[src/include/dmr_regs.vh]
// Field layout, codes and timing counts of the base mode register block
`ifndef DMR_REGS_VH
`define DMR_REGS_VH

// Mode register field positions on address pins
`define DMR_MODE_WIDTH 13
`define DMR_BL_MSB 2
`define DMR_BL_LSB 0
`define DMR_ORDER_BIT 3
`define DMR_CL_MSB 6
`define DMR_CL_LSB 4
`define DMR_TEST_BIT 7
`define DMR_DLL_RESET_BIT 8
`define DMR_WR_MSB 11
`define DMR_WR_LSB 9
`define DMR_PD_EXIT_BIT 12
`define DMR_MODE_RESET 13'h0000

// Field codes
`define DMR_BL_CODE_4 3'h2
`define DMR_BL_CODE_8 3'h3
`define DMR_CL_CODE_MIN 3'h3
`define DMR_CL_CODE_MAX 3'h6
`define DMR_WR_CODE_MIN 3'h1
`define DMR_WR_CODE_MAX 3'h5
`define DMR_BANK_MODE 2'h0

// Beat indices of the two burst lengths
`define DMR_LAST_BEAT_4 3'h3
`define DMR_LAST_BEAT_8 3'h7

// Clock cycles the DLL needs after a reset before reads are safe
`define DMR_DLL_LOCK_CYCLES 8'hC8

// Beat word: write flag, bank, column bits 9..3, column bits 2..0, last flag
`define DMR_BEAT_WIDTH 14
`define DMR_COL_WIDTH 10
`define DMR_BUF_DEPTH 2

`endif

[src/hdl/dmr_beat_buffer.v]
// Two-entry valid/ready buffer holding burst beat words
`timescale 1ns/100ps
`default_nettype none
`include "dmr_regs.vh"

module dmr_beat_buffer (
   input wire clock,
   input wire nrst,
   input wire in_valid,
   input wire [`DMR_BEAT_WIDTH-1:0] in_data,
   output wire in_ready,
   output reg out_valid,
   output reg [`DMR_BEAT_WIDTH-1:0] out_data,
   input wire out_ready
);

   // Head feeds the output directly from a flip-flop; tail absorbs one stall
   reg [`DMR_BEAT_WIDTH-1:0] tail_data;
   reg tail_valid;
   wire push;
   wire pop;

   // Ready depends on the tail only, so a full buffer stalls the source
   assign in_ready = ~tail_valid;
   assign push = in_valid & ~tail_valid;
   assign pop = out_valid & out_ready;

   always @(posedge clock or negedge nrst)
   begin
      if (!nrst)
      begin
         out_valid <= 1'b0;
         out_data <= {`DMR_BEAT_WIDTH{1'b0}};
         tail_valid <= 1'b0;
         tail_data <= {`DMR_BEAT_WIDTH{1'b0}};
      end
      else if (pop)
      begin
         if (tail_valid)
         begin
            out_data <= tail_data;
            out_valid <= 1'b1;
            tail_valid <= 1'b0;
         end
         else if (push)
         begin
            out_data <= in_data;
            out_valid <= 1'b1;
         end
         else
         begin
            out_valid <= 1'b0;
         end
      end
      else if (push)
      begin
         if (!out_valid)
         begin
            out_data <= in_data;
            out_valid <= 1'b1;
         end
         else
         begin
            tail_data <= in_data;
            tail_valid <= 1'b1;
         end
      end
   end

endmodule // dmr_beat_buffer

`default_nettype wire

[src/hdl/dmr_mode_burst.v]
// Base mode register capture, field decode, DLL reset timing and burst beat sequencer
`timescale 1ns/100ps
`default_nettype none
`include "dmr_regs.vh"

module dmr_mode_burst (
   input wire clock,
   input wire nrst,
   input wire cke,
   input wire cs_n,
   input wire ras_n,
   input wire cas_n,
   input wire we_n,
   input wire [1:0] ba,
   input wire [12:0] addr,
   input wire beat_ready,
   output reg [`DMR_MODE_WIDTH-1:0] mode_register,
   output reg mode_valid,
   output reg mode_reserved_code,
   output reg burst_length_eight,
   output reg burst_order_type,
   output reg [2:0] read_latency_cycles,
   output reg [2:0] write_recovery_cycles,
   output reg powerdown_exit_select,
   output reg dll_reset_pulse,
   output reg dll_ready,
   output reg cmd_refused,
   output wire beat_valid,
   output wire beat_write,
   output wire [1:0] beat_bank,
   output wire [`DMR_COL_WIDTH-1:0] beat_column,
   output wire beat_last
);

   function bl_code_ok;
      input [2:0] code;
      begin
         bl_code_ok = (code == `DMR_BL_CODE_4) || (code == `DMR_BL_CODE_8);
      end
   endfunction

   function cl_code_ok;
      input [2:0] code;
      begin
         cl_code_ok = (code >= `DMR_CL_CODE_MIN) && (code <= `DMR_CL_CODE_MAX);
      end
   endfunction

   function wr_code_ok;
      input [2:0] code;
      begin
         wr_code_ok = (code >= `DMR_WR_CODE_MIN) && (code <= `DMR_WR_CODE_MAX);
      end
   endfunction

   // Low three column bits of one beat
   function [2:0] beat_low;
      input [2:0] start;
      input [2:0] idx;
      input bl8;
      input interleave;
      reg [1:0] nib;
      reg top;
      begin
         if (interleave)
            nib = start[1:0] ^ idx[1:0];
         else
            nib = start[1:0] + idx[1:0];
         if (bl8)
            top = start[2] ^ idx[2];
         else
            top = start[2];
         beat_low = {top, nib};
      end
   endfunction

   function is_last_beat;
      input [2:0] idx;
      input bl8;
      begin
         if (bl8)
            is_last_beat = (idx == `DMR_LAST_BEAT_8);
         else
            is_last_beat = (idx == `DMR_LAST_BEAT_4);
      end
   endfunction

   // Latency codes equal their cycle counts; reserved codes read as zero
   function [2:0] cl_cycles;
      input [2:0] code;
      begin
         if (cl_code_ok(code))
            cl_cycles = code;
         else
            cl_cycles = 3'h0;
      end
   endfunction

   // Recovery cycles run one above the code; reserved codes read as zero
   function [2:0] wr_cycles;
      input [2:0] code;
      begin
         if (wr_code_ok(code))
            wr_cycles = code + 3'h1;
         else
            wr_cycles = 3'h0;
      end
   endfunction

   // Any reserved code, or the test bit, keeps bursts refused until a clean value
   function code_reserved;
      input [`DMR_MODE_WIDTH-1:0] value;
      begin
         code_reserved = ~bl_code_ok(value[`DMR_BL_MSB:`DMR_BL_LSB])
                         | ~cl_code_ok(value[`DMR_CL_MSB:`DMR_CL_LSB])
                         | ~wr_code_ok(value[`DMR_WR_MSB:`DMR_WR_LSB])
                         | value[`DMR_TEST_BIT];
      end
   endfunction

   wire cmd_sel;
   wire [2:0] bl_field;
   wire [2:0] cl_field;
   wire [2:0] wr_field;
   wire field_reserved;
   wire cmd_mode_write;
   wire cmd_read;
   wire cmd_write;
   wire cmd_burst;
   wire buf_in_ready;
   wire [`DMR_BEAT_WIDTH-1:0] buf_in_data;
   wire [`DMR_BEAT_WIDTH-1:0] buf_out_data;

   reg seq_busy;
   reg seq_write;
   reg [1:0] seq_bank;
   reg [`DMR_COL_WIDTH-1:0] seq_col;
   reg [2:0] seq_idx;
   reg [7:0] dll_count;

   reg next_seq_busy;
   reg next_seq_write;
   reg [1:0] next_seq_bank;
   reg [`DMR_COL_WIDTH-1:0] next_seq_col;
   reg [2:0] next_seq_idx;
   reg take;
   reg advance;
   reg at_last;
   reg usable;
   reg [2:0] cur_low;
   reg interrupt;
   reg beat_end;

   // Commands count only with clock enable high and the chip selected
   assign cmd_sel = cke & ~cs_n;
   assign cmd_mode_write = cmd_sel & ~ras_n & ~cas_n & ~we_n
                           & (ba == `DMR_BANK_MODE);
   assign cmd_read = cmd_sel & ras_n & ~cas_n & we_n;
   assign cmd_write = cmd_sel & ras_n & ~cas_n & ~we_n;
   // The burst terminate pattern matches none of the decodes and falls through
   assign cmd_burst = cmd_read | cmd_write;

   // Field slices of the value on the address pins
   assign bl_field = addr[`DMR_BL_MSB:`DMR_BL_LSB];
   assign cl_field = addr[`DMR_CL_MSB:`DMR_CL_LSB];
   assign wr_field = addr[`DMR_WR_MSB:`DMR_WR_LSB];
   assign field_reserved = code_reserved(addr);

   // Mode register capture and field decode; extended writes are not stored here
   always @(posedge clock or negedge nrst)
   begin
      if (!nrst)
      begin
         mode_register <= `DMR_MODE_RESET;
         mode_valid <= 1'b0;
         mode_reserved_code <= 1'b0;
         burst_length_eight <= 1'b0;
         burst_order_type <= 1'b0;
         read_latency_cycles <= 3'h0;
         write_recovery_cycles <= 3'h0;
         powerdown_exit_select <= 1'b0;
      end
      else if (cmd_mode_write)
      begin
         // Whole value replaced; rewrite allowed at any time in operation
         mode_register <= addr;
         mode_valid <= 1'b1;
         mode_reserved_code <= field_reserved;
         burst_length_eight <= (bl_field == `DMR_BL_CODE_8);
         burst_order_type <= addr[`DMR_ORDER_BIT];
         read_latency_cycles <= cl_cycles(cl_field);
         write_recovery_cycles <= wr_cycles(wr_field);
         powerdown_exit_select <= addr[`DMR_PD_EXIT_BIT];
      end
   end

   // DLL reset request and lock countdown; no path here reaches the array
   always @(posedge clock or negedge nrst)
   begin
      if (!nrst)
      begin
         dll_reset_pulse <= 1'b0;
         dll_ready <= 1'b0;
         dll_count <= 8'h00;
      end
      else if (cmd_mode_write && addr[`DMR_DLL_RESET_BIT])
      begin
         dll_reset_pulse <= 1'b1;
         dll_ready <= 1'b0;
         dll_count <= `DMR_DLL_LOCK_CYCLES;
      end
      else
      begin
         dll_reset_pulse <= 1'b0;
         if (dll_count != 8'h00)
         begin
            dll_count <= dll_count - 8'h01;
            if (dll_count == 8'h01)
               dll_ready <= 1'b1;
         end
      end
   end

   // Burst sequencer: one beat word per cycle into the buffer
   always @*
   begin
      usable = mode_valid & ~mode_reserved_code;
      advance = seq_busy & buf_in_ready;
      at_last = is_last_beat(seq_idx, burst_length_eight);
      cur_low = beat_low(seq_col[2:0], seq_idx, burst_length_eight,
                         burst_order_type);
      // An eight-beat interrupt lands only as the current beat enters the buffer,
      // so a stalled receiver cannot lose the closing beat of the cut burst
      interrupt = burst_length_eight & (seq_write == cmd_write) & advance;
      take = 1'b0;
      if (cmd_burst && usable)
      begin
         if (!seq_busy)
            take = 1'b1;
         else if (advance && at_last)
            take = 1'b1;
         else if (interrupt)
            take = 1'b1;
         else
            take = 1'b0;
      end
      next_seq_busy = seq_busy;
      next_seq_write = seq_write;
      next_seq_bank = seq_bank;
      next_seq_col = seq_col;
      next_seq_idx = seq_idx;
      if (take)
      begin
         next_seq_busy = 1'b1;
         next_seq_write = cmd_write;
         next_seq_bank = ba;
         next_seq_col = addr[`DMR_COL_WIDTH-1:0];
         next_seq_idx = 3'h0;
      end
      else if (advance)
      begin
         if (at_last)
            next_seq_busy = 1'b0;
         else
            next_seq_idx = seq_idx + 3'h1;
      end
      // The beat entering with a newly taken command closes the old burst
      beat_end = at_last | (take & seq_busy);
   end

   always @(posedge clock or negedge nrst)
   begin
      if (!nrst)
      begin
         seq_busy <= 1'b0;
         seq_write <= 1'b0;
         seq_bank <= 2'h0;
         seq_col <= {`DMR_COL_WIDTH{1'b0}};
         seq_idx <= 3'h0;
         cmd_refused <= 1'b0;
      end
      else
      begin
         seq_busy <= next_seq_busy;
         seq_write <= next_seq_write;
         seq_bank <= next_seq_bank;
         seq_col <= next_seq_col;
         seq_idx <= next_seq_idx;
         // Refusal is visible so a dropped command never goes unnoticed
         cmd_refused <= cmd_burst & ~take;
      end
   end

   // Beat word: write flag, bank, upper column, ordered low column, last flag
   assign buf_in_data = {seq_write, seq_bank, seq_col[`DMR_COL_WIDTH-1:3], cur_low, beat_end};

   // A stalled receiver freezes the sequencer instead of losing beats
   dmr_beat_buffer u_beat_buffer (
      .clock(clock),
      .nrst(nrst),
      .in_valid(seq_busy),
      .in_data(buf_in_data),
      .in_ready(buf_in_ready),
      .out_valid(beat_valid),
      .out_data(buf_out_data),
      .out_ready(beat_ready)
   );

   // Beat fields come straight from the buffer head flip-flops
   assign beat_write = buf_out_data[13];
   assign beat_bank = buf_out_data[12:11];
   assign beat_column = buf_out_data[10:1];
   assign beat_last = buf_out_data[0];

endmodule // dmr_mode_burst

`default_nettype wire

[config.mk]
export PLATFORM = sky130hd
export DESIGN_NAME = dmr_mode_burst
export DESIGN_NICKNAME = d
export VERILOG_FILES = /design/src/hdl/dmr_beat_buffer.v /design/src/hdl/dmr_mode_burst.v
export VERILOG_INCLUDE_DIRS = /design/src /design/src/include
export SDC_FILE = /design/constraint.sdc
export NUM_CORES = 1
export LEC_CHECK = 0
export ABC_AREA = 1
export BUFFER_PORTS_ARGS = -buffer_cell sky130_fd_sc_hd__buf_2
export CORE_MARGIN = 1
export CORE_UTILIZATION = 45
export CTS_CLUSTER_DIAMETER = 50
export CTS_CLUSTER_SIZE = 24
export DETAILED_ROUTE_END_ITERATION = 6
export HOLD_SLACK_MARGIN = 0.02
export PLACE_DENSITY_LB_ADDON = 0.25
export REMOVE_ABC_BUFFERS = 1
export SYNTH_ARGS = -nofsm -noshare
export SYNTH_HDL_FRONTEND = slang
export SYNTH_HIERARCHICAL = 1
export SYNTH_SLANG_ARGS = --single-unit
[constraint.sdc]
create_clock -name clock -period 2.38 [get_ports clock]
set_input_delay 0.238 -clock clock [delete_from_list [all_inputs] [get_ports clock]]
set_output_delay 0.238 -clock clock [all_outputs]
set_load 0.005 [all_outputs]
Yosys cells after proc, flatten, opt, wreduce, memory -nomap -nowiden
Index checks and enable logic that the tools add are counted.

cells by class
  add/subtract/negate cells = 4
  magnitude comparators = 4
  eq/ne operators = 8
  multiplexer cells = 33
  bitwise logic cells = 34
  reduce and logical (&&, ||, !) cells = 21

operator list
  kind                                                  number
  2-to-1 mux 14 bit                                     5
  2-to-1 mux 1 bit                                      20
  bitwise AND 1 bit                                     16
  2-to-1 mux 8 bit                                      2
  2-to-1 mux 3 bit                                      5
  nonzero test 2 bit                                    7
  inverter 1 bit                                        11
  equality test 3 x 2 -> 1 bit (second input constant)  3
  equality test 8 x 1 -> 1 bit (second input constant)  1
  AND reduction 2 bit                                   4
  nonzero test 8 bit                                    1
  subtractor 8 x 1 -> 8 bit (second input constant)     1
  adder 3 x 1 -> 3 bit (second input constant)          2
  <= comparator 3 bit (second input constant)           2
  AND reduction 3 bit                                   2
  logical AND 1 bit                                     5
  OR 1 bit                                              5
  inequality test 2 bit (second input constant)         2
  equality test 3 bit (second input constant)           1
  >= comparator 3 x 1 -> 1 bit (second input constant)  1
  >= comparator 3 x 2 -> 1 bit (second input constant)  1
  adder 2 bit                                           1
  zero test 2 bit                                       1
  2-to-1 mux 2 bit                                      1
  4 further kinds                                       4

storage, ports and cells
  register bits = 82
  bits of input ports = 23
  output and inout port bits = 42
  word-level logic and storage cells = 125

Depth between registers and ports, before layout
Gate-level depths: netlist of the first run.

  depth after elaboration = 17
  mapped depth = 14

Cells and area by module
Netlist of the first run, hierarchy kept.

modules (own cells, without submodules)
  module           times used  cells each  area an instance (um^2)  sequential area each (um^2)
  dmr_mode_burst   1           274         2406.1                   1251.2
  dmr_beat_buffer  1           182         1510.2                   750.7

Worst setup path after synthesis of the first run
No wires, ideal clock.

  path kind = register -> register
  from = register dll_count[0]
  to = register dll_count[5]
  setup time = 114 ps
  arrival time = 1372 ps
  data required time = 2266 ps
  setup slack = 894 ps
  cell stages (with the launch flop) = 11
  buffers on the path = 0
  clock period less this slack = 1486 ps
  cell sequence = dfrtp_1 > inv_1 > ha_1 > nand2_1 > nor2_2 > inv_2 > nand2_1 > nor2_1 > or2_1 > nand3_1 > inv_1

on the way
  longest elaborated chain between the ends = 3
  elaborated cells on any way between the ends = 5
  those cells by class = add/sub (1); mux (2); reduce/logical (2)

RTL lines
  element                    RTL line              source
  start, declared            dmr_mode_burst.v:139  reg [7:0] dll_count;
  start signal, assigned     dmr_mode_burst.v:210  dll_count <= `DMR_DLL_LOCK_CYCLES;
  start signal, assigned     dmr_mode_burst.v:217  dll_count <= dll_count - 8'h01;
  subtractor 8 x 1 -> 8 bit  dmr_mode_burst.v:217
  2-to-1 mux 8 bit           dmr_mode_burst.v:215  if (dll_count != 8'h00)
  2-to-1 mux 8 bit           dmr_mode_burst.v:206  else if (cmd_mode_write && addr[`DMR_DLL_RESET_BIT])

Several ways; a longest one is shown, not always the timed one. The select of a mux whose other input is x is not followed.
A chain may end at the register's enable or synchronous reset.

Worst setup path after layout of the first run
  from = register dll_count[0]
  to = register dll_count[7]

The elaborated chain is that of the path after synthesis.

==> flow_metrics.py, run 1 <==
metrics = {
    "min_path": {
        "holdPathEnd": "mode_register[12]$_DFFE_PN0N_",
        "min_path_type": "input pin to register",
        "hold_path_depth": 3,
        "min-delay-start": "addr[12]",
    },
    "sta": {
        "clock_skew_ns": 0.00777,
        "maxSlewHeadroom_pct": 55.6,
        "tightestPinTransition_ns": 0.666,
        "slew_violations": 0,
        "finalSetupViolations": 0,
        "post-route-period-util_pct": 68.5,
        "clock.fmax_mhz": 614,
        "min_period_ns": 1.63,
        "hold_violations": 0,
        "rsz0062_at_grt": "no",
        "setup_tns_ns": 0,
    },
    "power": {
        "leakagePower_nw": 2.49,
        "power.density_nw_per_um2": 813,
        "peakVddDrop_uv": 376,
    },
    "critical_path": {
        "r2r-start": "dll_count[0]$_DFFE_PN0P_",
        "cp-end-kind": "register",
        "critical_path_class": "register to register",
        "r2r_slack_ns": 0.75,
        "critPathRequiredTime_ns": 2.61,
        "worst-r2r-cell-count": 10,
        "arrival_ns": 1.86,
        "r2r_end": "dll_count[7]$_DFFE_PN0P_",
        "worst-path-max-fanout": 7,
        "start_kind": "register",
    },
    "run": {
        "maxCapViolCount": 0,
    },
    "synth": {
        "syn_area_per_cell_sq_um": 8.59,
        "synth_seq_cells": 80,
        "synthCells": 456,
        "synth_cell_types": 39,
        "synth.cell_area_sq_um": 3920,
        "ys_seq_area_share_pct": 51.1,
        "ys_warn_count": 6,
    },
    "finish": {
        "drive_above_1_share_pct": 23.9,
        "n_antenna_cell": 0,
        "syn_to_final_growth_pct": 14.6,
        "layout.nets": 546,
        "layout_commonest_cell": "nand2_1",
        "postLayoutCoreUtil_pct": 54.1,
        "final_cell_mix": "169 x nand2_1, 80 x dfrtp_1, 63 x buf_2, 46 x inv_1, 18 x nand4_1",
    },
    "grt": {
        "grt_start_max_net_pins": 52,
        "antenna_found_initial": 0,
        "grt_pass1_vias": 2937,
        "grt-ovfl-total": 0,
        "grt_pass1_wl_um": 13600,
        "grt_usage_pct": 19.5,
    },
    "placement": {
        "hpwl_um": 5620,
        "io_buffers": 64,
        "gp_congestion": 0.812,
    },
    "clock_tree": {
        "cts.clk_slew.worst_paths_ns": 0.08,
        "hold_buffers": 1,
        "postCtsSetupBuffers": 0,
        "cts_tree": "done",
        "clock-sinks": 80,
        "cts_resized": 0,
        "h-tree-depth": 3,
        "cts_buffers": 9,
        "ctsLongestPathBuffers": 2,
        "clkLatencyLatePin_ns": 0.35,
        "cts_root_buf": "clkbuf_8",
    },
    "die": {
        "die_w_um": 95.3,
        "rows": 33,
        "die-area_sq_um": 9080,
        "core_sq_um": 8300,
        "die-height_um": 95.3,
        "ios": 65,
        "start_util_pct": 47.2,
    },
    "status": {
        "status": "complete, no violations",
    },
    "drt": {
        "num_vias": 2971,
        "drt-pass1-iter-count": 4,
        "drt_wl_total_um": 7870,
        "ant_nets": 0,
        "drcViolationCount": 0,
        "viasPerCell": 4.74,
        "wire_per_inst_um": 12.5,
        "drtIter0Drc": 148,
    },
}
sequential cells by signal, indices dropped and copies added, names as in the netlist, 2 cells and up:
name	cells
seq_bank	2
seq_col	10
read_latency_cycles	3
beat_low.idx	3
u_beat_buffer/tail_data	14
dll_count	8
write_recovery_cycles	3
mode_register	13
u_beat_buffer/out_data	14
layout make-up:
| class | instances | area [sq um] |
|---|---|---|
| fill | 786 | 3810 |
| sequential | 80 | 2000 |
| multi-input combinational | 305 | 1550 |
| timing repair buffer | 72 | 398 |
| inverter | 49 | 186 |
| clock buffer | 10 | 138 |
| tap | 105 | 131 |
| clock inverter | 6 | 82.6 |
worst max path at each step:
stage / from / end / slack [ns] / cells past startpoint
after CTS: dll_count[0]$_DFFE_PN0P_ / dll_count[7]$_DFFE_PN0P_ / 0.74 / 10
final: dll_count[0]$_DFFE_PN0P_ / dll_count[7]$_DFFE_PN0P_ / 0.75 / 10
after global routing: dll_count[0]$_DFFE_PN0P_ / dll_count[7]$_DFFE_PN0P_ / 0.52 / 10
after global placement: cs_n / u_beat_buffer/out_data[0]$_DFFE_PN0P_ / 0.80 / 12
after detailed placement: dll_count[0]$_DFFE_PN0P_ / dll_count[7]$_DFFE_PN0P_ / 0.74 / 10
after floorplan: u_beat_buffer/out_valid$_DFFE_PN0P_ / u_beat_buffer/tail_data[0]$_DFFE_PN0P_ / 0.76 / 5
cell usage after synthesis, drive strengths merged:
cell type / n / area [sq um]
nor3: 7 / 45.0
xor2: 4 / 35.0
or2: 3 / 18.8
nor2: 18 / 96.3
a22oi: 1 / 7.51
o31ai: 2 / 15.0
inv: 49 / 186
nand3: 27 / 193
buf: 16 / 151
dfrtp: 80 / 2000
xnor2: 3 / 26.3
a21oi: 7 / 46.3
o22ai: 1 / 6.26
a22o: 1 / 8.76
ha: 6 / 75.1
clkbuf: 6 / 27.5
o21ai: 27 / 154
nand2: 179 / 697
nand4: 19 / 125
report_power, final:
part / switching (mW) / internal [mW] / total [mW]
sequential: 0.155 / 1.57 / 1.73
combinational: 0.489 / 0.332 / 0.821
clock: 0.486 / 0.614 / 1.10
worst max-delay path: stages (launching register included):
cell and delay, ns:
dfrtp_1 0.38, inv_1 0.08, ha_1 0.22, nand2_1 0.14, nor2_2 0.07, inv_2 0.10
nand2_1 0.07, nor2_1 0.14, nand2_1 0.09, a21oi_1 0.12, o21ai_0 0.10
cell families (layout without fill, tap and decap cells):
| group | after synthesis | in the layout | share of synthesized area (%) |
|---|---|---|---|
| XOR/XNOR | 7 | 7 | 1.57 |
| flip-flops | 80 | 80 | 51.1 |
| adder cells (fa/ha/maj) | 6 | 6 | 1.92 |
| buffers and inverters | 71 | 137 | 9.33 |
| AND/OR/NAND/NOR | 253 | 253 | 30.0 |
| AO/OA/AOI/OAI | 39 | 39 | 6.07 |
per-layer routing:
metal | global-route usage (%) | vias to the layer above | wire [um]
met5 | 0 | - | 0
met4 | 8.33 | 0 | 108
met3 | 3.91 | 9 | 318
met2 | 30.5 | 62 | 3490
met1 | 26.1 | 1345 | 3950
li1 | - | 1555 | -
stage by stage:
step / hold WS, ns / cell area (sq um) / total power [mW] / worst slack (ns) / instances
detailed placement: 0.321 / 4260 / 2.58 / 0.736 / 610
finish: 0.0877 / 4490 / 3.65 / 0.750 / 627
CTS: 0.0750 / 4490 / 3.69 / 0.740 / 627
floorplan: -0.0576 / 3740 / 2.27 / 0.763 / 434
global route: 0.0949 / 4490 / 3.90 / 0.517 / 627
global placement: 0.309 / 4260 / 2.56 / 0.800 / 610
Power figures use the tool's default switching activity.
==> inputs of run 2 (changes only) <==
- clock period: 2.38 -> 1.4 ns (I/O delays scaled with it)
==> flow_metrics.py, run 2 (synthesized netlist as in run 1, its figures left out) <==
metrics = {
    "status": {
        "status": "complete, no violations",
    },
    "clock_tree": {
        "cts_buffers": 9,
        "cts_tree": "done",
        "clock-sinks": 80,
        "clkLatencyLatePin_ns": 0.35,
        "h-tree-depth": 3,
        "cts_root_buf": "clkbuf_8",
        "cts.clk_slew.worst_paths_ns": 0.08,
        "ctsLongestPathBuffers": 2,
    },
    "critical_path": {
        "worst-r2r-cell-count": 10,
        "cp-end-kind": "register",
        "cpPeakStageDelay_ns": 0.39,
        "arrival_ns": 1.63,
        "start_kind": "register",
        "worstPathCellList": "inv_2 -> ha_2 -> nand2_2 -> nor2_2 -> inv_2 -> nand2_1 -> nor2_2 -> or2_1 -> nand3_1 -> inv_1",
        "worst-path-max-fanout": 3,
        "critical_path_class": "register to register",
        "critPathRequiredTime_ns": 1.66,
        "r2r_end": "dll_count[5]$_DFFE_PN0P_",
        "r2r-start": "dll_count[0]$_DFFE_PN0P_",
        "crit_path_top_delay_cell": "dfrtp_1",
        "r2r_slack_ns": 0.02,
        "crit_family": "simple AND/OR/NAND/NOR gates",
        "path_buf_inv": 3,
    },
    "sta": {
        "rsz0062_at_grt": "yes",
        "clock.fmax_mhz": 727,
        "hold_violations": 0,
        "maxSlewHeadroom_pct": 79.8,
        "slew_violations": 0,
        "tightestPinTransition_ns": 0.301,
        "finalSetupViolations": 0,
        "holdWs_ns": 0.0525,
        "clock_skew_ns": 0.00776,
        "post-route-period-util_pct": 98.3,
        "min_period_ns": 1.38,
        "setup_ws_ns": 0.0240,
    },
    "drt": {
        "drt_wl_total_um": 8600,
        "ant_nets": 0,
        "drt-pass1-iter-count": 4,
        "num_vias": 3244,
        "viasPerCell": 4.86,
        "drtIter0Drc": 90,
        "drcViolationCount": 0,
        "wire_per_inst_um": 12.9,
    },
    "finish": {
        "layout.nets": 587,
        "final_cell_mix": "164 x nand2_1, 80 x dfrtp_1, 63 x buf_2, 42 x inv_1, 35 x buf_4",
        "postLayoutCoreUtil_pct": 59.4,
        "n_antenna_cell": 0,
        "syn_to_final_growth_pct": 26.0,
        "drive_above_1_share_pct": 30.9,
        "reg_top3": "u_beat_buffer/out_data: 14 flops, u_beat_buffer/tail_data: 14 flops, mode_register: 13 flops",
        "fillers": 757,
        "layout_commonest_cell": "nand2_1",
    },
    "power": {
        "pwr-share-seq_pct": 44.5,
        "comb_power_share_pct": 27.6,
        "power.density_nw_per_um2": 1340,
        "finalPower_mw": 6.60,
        "p_sw_share_pct": 31.7,
        "p_switching_mw": 2.09,
        "internal_power_mw": 4.51,
        "leakagePower_nw": 2.71,
        "peakVddDrop_uv": 670,
        "power.share.clock_pct": 27.9,
    },
    "run": {
        "maxCapViolCount": 0,
    },
    "grt": {
        "grt_usage_pct": 20.6,
        "globalRoute.busiestLayer": "met2",
        "grt_start_max_net_pins": 36,
        "grt_pass1_wl_um": 14200,
        "antenna_found_initial": 0,
        "met3_usage_pct": 4.07,
        "grt-ovfl-total": 0,
        "grt_pass1_vias": 3105,
        "grt_util_met2_pct": 33.2,
        "use_met1_pct": 26.7,
    },
    "die": {
        "die_w_um": 95.3,
        "die-height_um": 95.3,
        "ios": 65,
        "start_util_pct": 47.2,
        "rows": 33,
        "core_sq_um": 8300,
        "die-area_sq_um": 9080,
    },
    "min_path": {
        "min-delay-start": "addr[4]",
        "hold_path_depth": 3,
        "min_path_type": "input pin to register",
        "holdPathEnd": "seq_col[4]$_DFFE_PN0P_",
    },
    "placement": {
        "post-place-ws_ns": -0.0681,
        "io_buffers": 64,
        "gp_congestion": 0.818,
        "hpwl_um": 5970,
    },
}
[run 2: final cells by class]
type                    count  area (sq um)  share of cell area [%]
repair buffers            113           774                    15.7
well taps                 105           131                    2.66
multi-input cells         305          1630                    33.0
clock inverters             6          83.8                    1.70
flip-flops and latches     80          2000                    40.6
inverters                  49           186                    3.78
clock buffers              10           128                    2.59
[run 2: metrics by stage]
| step | TNS, ns | cells | instance area (sq um) |
|---|---|---|---|
| finish | 0 | 668 | 4930 |
| global placement | 0 | 637 | 4460 |
| detailed placement | -0.124 | 637 | 4460 |
| floorplan | -5.86 | 434 | 3740 |
| global route | -0.270 | 668 | 4930 |
| CTS | -0.0243 | 664 | 4790 |
[run 2: power groups by stage]
stage	clock network (mW)	logic [mW]	registers (mW)
CTS	1.89	1.72	2.92
detailed placement	0	1.63	2.96
global route	1.99	2.07	2.99
global placement	0	1.58	2.95
floorplan	0	0.826	3.03
finish	1.84	1.82	2.94
[run 2: worst max-delay path by stage]
| stage | depth (start not counted) | endpoint | startpoint | slack, ns |
|---|---|---|---|---|
| 2_1_floorplan | 5 | u_beat_buffer/tail_data[0]$_DFFE_PN0P_ | u_beat_buffer/out_valid$_DFFE_PN0P_ | -0.22 |
| 3_3_place_gp | 10 | dll_count[5]$_DFFE_PN0P_ | dll_count[0]$_DFFE_PN0P_ | 0.02 |
| 3_5_place_dp | 10 | dll_count[7]$_DFFE_PN0P_ | dll_count[0]$_DFFE_PN0P_ | -0.07 |
| 4_1_cts | 9 | dll_count[7]$_DFFE_PN0P_ | dll_count[0]$_DFFE_PN0P_ | -0.01 |
| 5_1_grt | 8 | dll_count[6]$_DFFE_PN0P_ | dll_count[0]$_DFFE_PN0P_ | -0.07 |
| 6_report | 10 | dll_count[5]$_DFFE_PN0P_ | dll_count[0]$_DFFE_PN0P_ | 0.02 |
[run 2: worst min-delay path: stages]
cell and delay, ns:
buf_2 0.13, nand2_1 0.06, nand2_1 0.05
[run 2: metal layers]
layer / up-vias / routed length (um)
met3: 12 / 361
li1: 1641 / -
met5: - / 0
met4: 0 / 170
met2: 72 / 4120
met1: 1519 / 3950
[run 2: timing repair]
action | 4_1_cts | 5_1_grt
hold buffers | 10 | 0
hold endpoints to repair | 90 | 0
setup buffers | 1 | 3
setup endpoints to repair | 4 | 41
pin swaps | 6 | 13
gates resized for setup | 7 | 22
gates cloned | 0 | 1
==> inputs of run 3 (changes only) <==
- CORE_UTILIZATION: 45 -> 44
- CTS_BUF_LIST: not set -> sky130_fd_sc_hd__clkbuf_8
==> flow_metrics.py, run 3 (synthesized netlist as in run 1, its figures left out) <==
metrics = {
    "status": {
        "status": "finished, violations left",
        "violations": "setup timing",
    },
    "power": {
        "internal_power_mw": 4.27,
        "leakagePower_nw": 2.70,
        "power.density_nw_per_um2": 1310,
        "power.share.clock_pct": 21.3,
        "p_sw_share_pct": 33.4,
        "comb_power_share_pct": 32.6,
        "peakVddDrop_uv": 718,
        "p_switching_mw": 2.14,
        "pwr-share-seq_pct": 46.1,
    },
    "placement": {
        "dp.cells": 635,
        "io_buffers": 64,
        "post-place-ws_ns": -0.0532,
        "post_dp_cell_area_sq_um": 4430,
        "gp_congestion": 0.805,
        "hpwl_um": 5770,
    },
    "finish": {
        "final_cell_mix": "165 x nand2_1, 79 x dfrtp_1, 63 x buf_2, 47 x inv_1, 38 x buf_4",
        "drive_above_1_share_pct": 31.0,
        "stdcell_area_sq_um": 4900,
        "final_cells": 672,
        "reg_top3": "u_beat_buffer/out_data: 14 flops, u_beat_buffer/tail_data: 14 flops, mode_register: 13 flops",
        "postLayoutCoreUtil_pct": 56.4,
        "layout.nets": 589,
        "layout_commonest_cell": "nand2_1",
        "syn_to_final_growth_pct": 25.1,
        "fillers": 808,
        "n_antenna_cell": 0,
    },
    "sta": {
        "clock.fmax_mhz": 693,
        "maxSlewHeadroom_pct": 72.0,
        "hold_violations": 0,
        "finalSetupViolations": 2,
        "rsz0062_at_grt": "yes",
        "holdWs_ns": 0.0420,
        "clock_skew_ns": 0.00799,
        "min_period_ns": 1.44,
        "post-route-period-util_pct": 103,
        "setup_ws_ns": -0.0436,
        "tightestPinTransition_ns": 0.420,
        "slew_violations": 0,
    },
    "critical_path": {
        "cp-end-kind": "register",
        "crit_family": "simple AND/OR/NAND/NOR gates",
        "critical_path_class": "register to register",
        "worst-path-max-fanout": 3,
        "r2r_slack_ns": -0.04,
        "cpPeakStageDelay_ns": 0.39,
        "arrival_ns": 1.67,
        "critPathRequiredTime_ns": 1.63,
        "cpMostUsedCell": "nor2_4",
        "path_buf_inv": 2,
        "worstPathCellList": "inv_2 -> buf_4 -> nand3_2 -> nor2_4 -> nand2_4 -> nor2_4 -> nand2_1 -> a21oi_2 -> o21ai_1",
        "start_kind": "register",
        "crit_path_top_delay_cell": "dfrtp_1",
    },
    "clock_tree": {
        "ctsLongestPathBuffers": 2,
        "clock-sinks": 80,
        "cts_root_buf": "clkbuf_8",
        "clkLatencyLatePin_ns": 0.35,
        "cts_tree": "done",
        "cts.clk_slew.worst_paths_ns": 0.08,
        "h-tree-depth": 3,
        "cts_buffers": 9,
    },
    "grt": {
        "grt-ovfl-total": 0,
        "grt_usage_pct": 19.8,
        "grt_pass1_wl_um": 14100,
        "grt_pass1_vias": 3082,
        "antenna_found_initial": 0,
        "grt_start_max_net_pins": 81,
    },
    "drt": {
        "viasPerCell": 4.86,
        "drcViolationCount": 0,
        "wire_per_inst_um": 12.9,
        "num_vias": 3266,
        "drt_wl_total_um": 8640,
        "drtIter0Drc": 169,
        "ant_nets": 0,
        "drt-pass1-iter-count": 4,
    },
    "min_path": {
        "min_path_type": "input pin to register",
    },
    "die": {
        "ios": 65,
        "start_util_pct": 45.1,
        "die-area_sq_um": 9280,
        "rows": 34,
        "core_sq_um": 8680,
        "die-height_um": 96.3,
        "die_w_um": 96.3,
    },
    "run": {
        "maxCapViolCount": 0,
    },
}
[run 3: changes by cell type in the layout (fill, tap and decap cells not counted), moves of 3 or more]
cell     before  now
inv_1        42   47
nand2_2      13    9
nand2_4       1    5
buf_4        35   38
nor2_1       12    9
nor2_4        1    4
[run 3: power by group through the flow]
stage               Sequential, mW  Clock, mW  Combinational [mW]
CTS                           2.93       1.42                1.73
floorplan                     3.03          0               0.826
global route                  3.00       1.51                2.33
detailed placement            2.96          0                1.62
finish                        2.95       1.37                2.09
global placement              2.95          0                1.58
[run 3: routing by layer]
layer,global-route usage (%),vias to the layer above,part of all wire (%)
met5,0,-,0
met4,7.35,0,1.5
met3,4.34,12,4.0
met2,32.1,71,47
met1,25.9,1539,47
li1,-,1644,-
[run 3: worst paths after layout]
| check | start | endpoint | cells after the start |
|---|---|---|---|
| worst max register to register | dll_count[0]$_DFFE_PN0P_ | dll_count[7]$_DFFE_PN0P_ | 9 |
| worst min register to register | u_beat_buffer/out_data[6]$_DFFE_PN0P_ | u_beat_buffer/out_data[6]$_DFFE_PN0P_ | 2 |
| min in group asynchronous | nrst | u_beat_buffer/out_data[13]$_DFFE_PN0P_ | 3 |
| max in group asynchronous | nrst | dll_count[3]$_DFFE_PN0P_ | 3 |
| worst max-delay path | dll_count[0]$_DFFE_PN0P_ | dll_count[7]$_DFFE_PN0P_ | 9 |
| worst min-delay path | addr[6] | seq_col[6]$_DFFE_PN0P_ | 3 |
[run 3: layout make-up]
type / count / area (sq um) / share of cell area (%)
clock buffer: 9 / 124 / 2.53
clock inverter: 6 / 23.8 / 0.485
sequential: 80 / 2000 / 40.9
inverter: 49 / 186 / 3.81
multi-input combinational: 305 / 1660 / 33.8
timing repair buffer: 115 / 768 / 15.7
tap: 108 / 135 / 2.76
[run 3: metrics by stage]
stage / setup TNS, ns / total power [mW]
after floorplan: -5.86 / 3.85
after global placement: 0 / 4.53
after detailed placement: -0.0913 / 4.59
after CTS: 0 / 6.08
after global routing: -0.333 / 6.84
final: -0.0597 / 6.41
[run 3: worst min-delay path: stages]
cell,delay (ns)
buf_2,0.11
nand2_1,0.05
nand2_1,0.05
[run 3: repair_timing]
item                                    4_1_cts  5_1_grt
pin swaps                                     7        6
buffers inserted                              5        8
resized for setup                             8       29
hold buffers                                  9        0
endpoints found under the hold margin        89        0
endpoints found under the setup margin        3       39
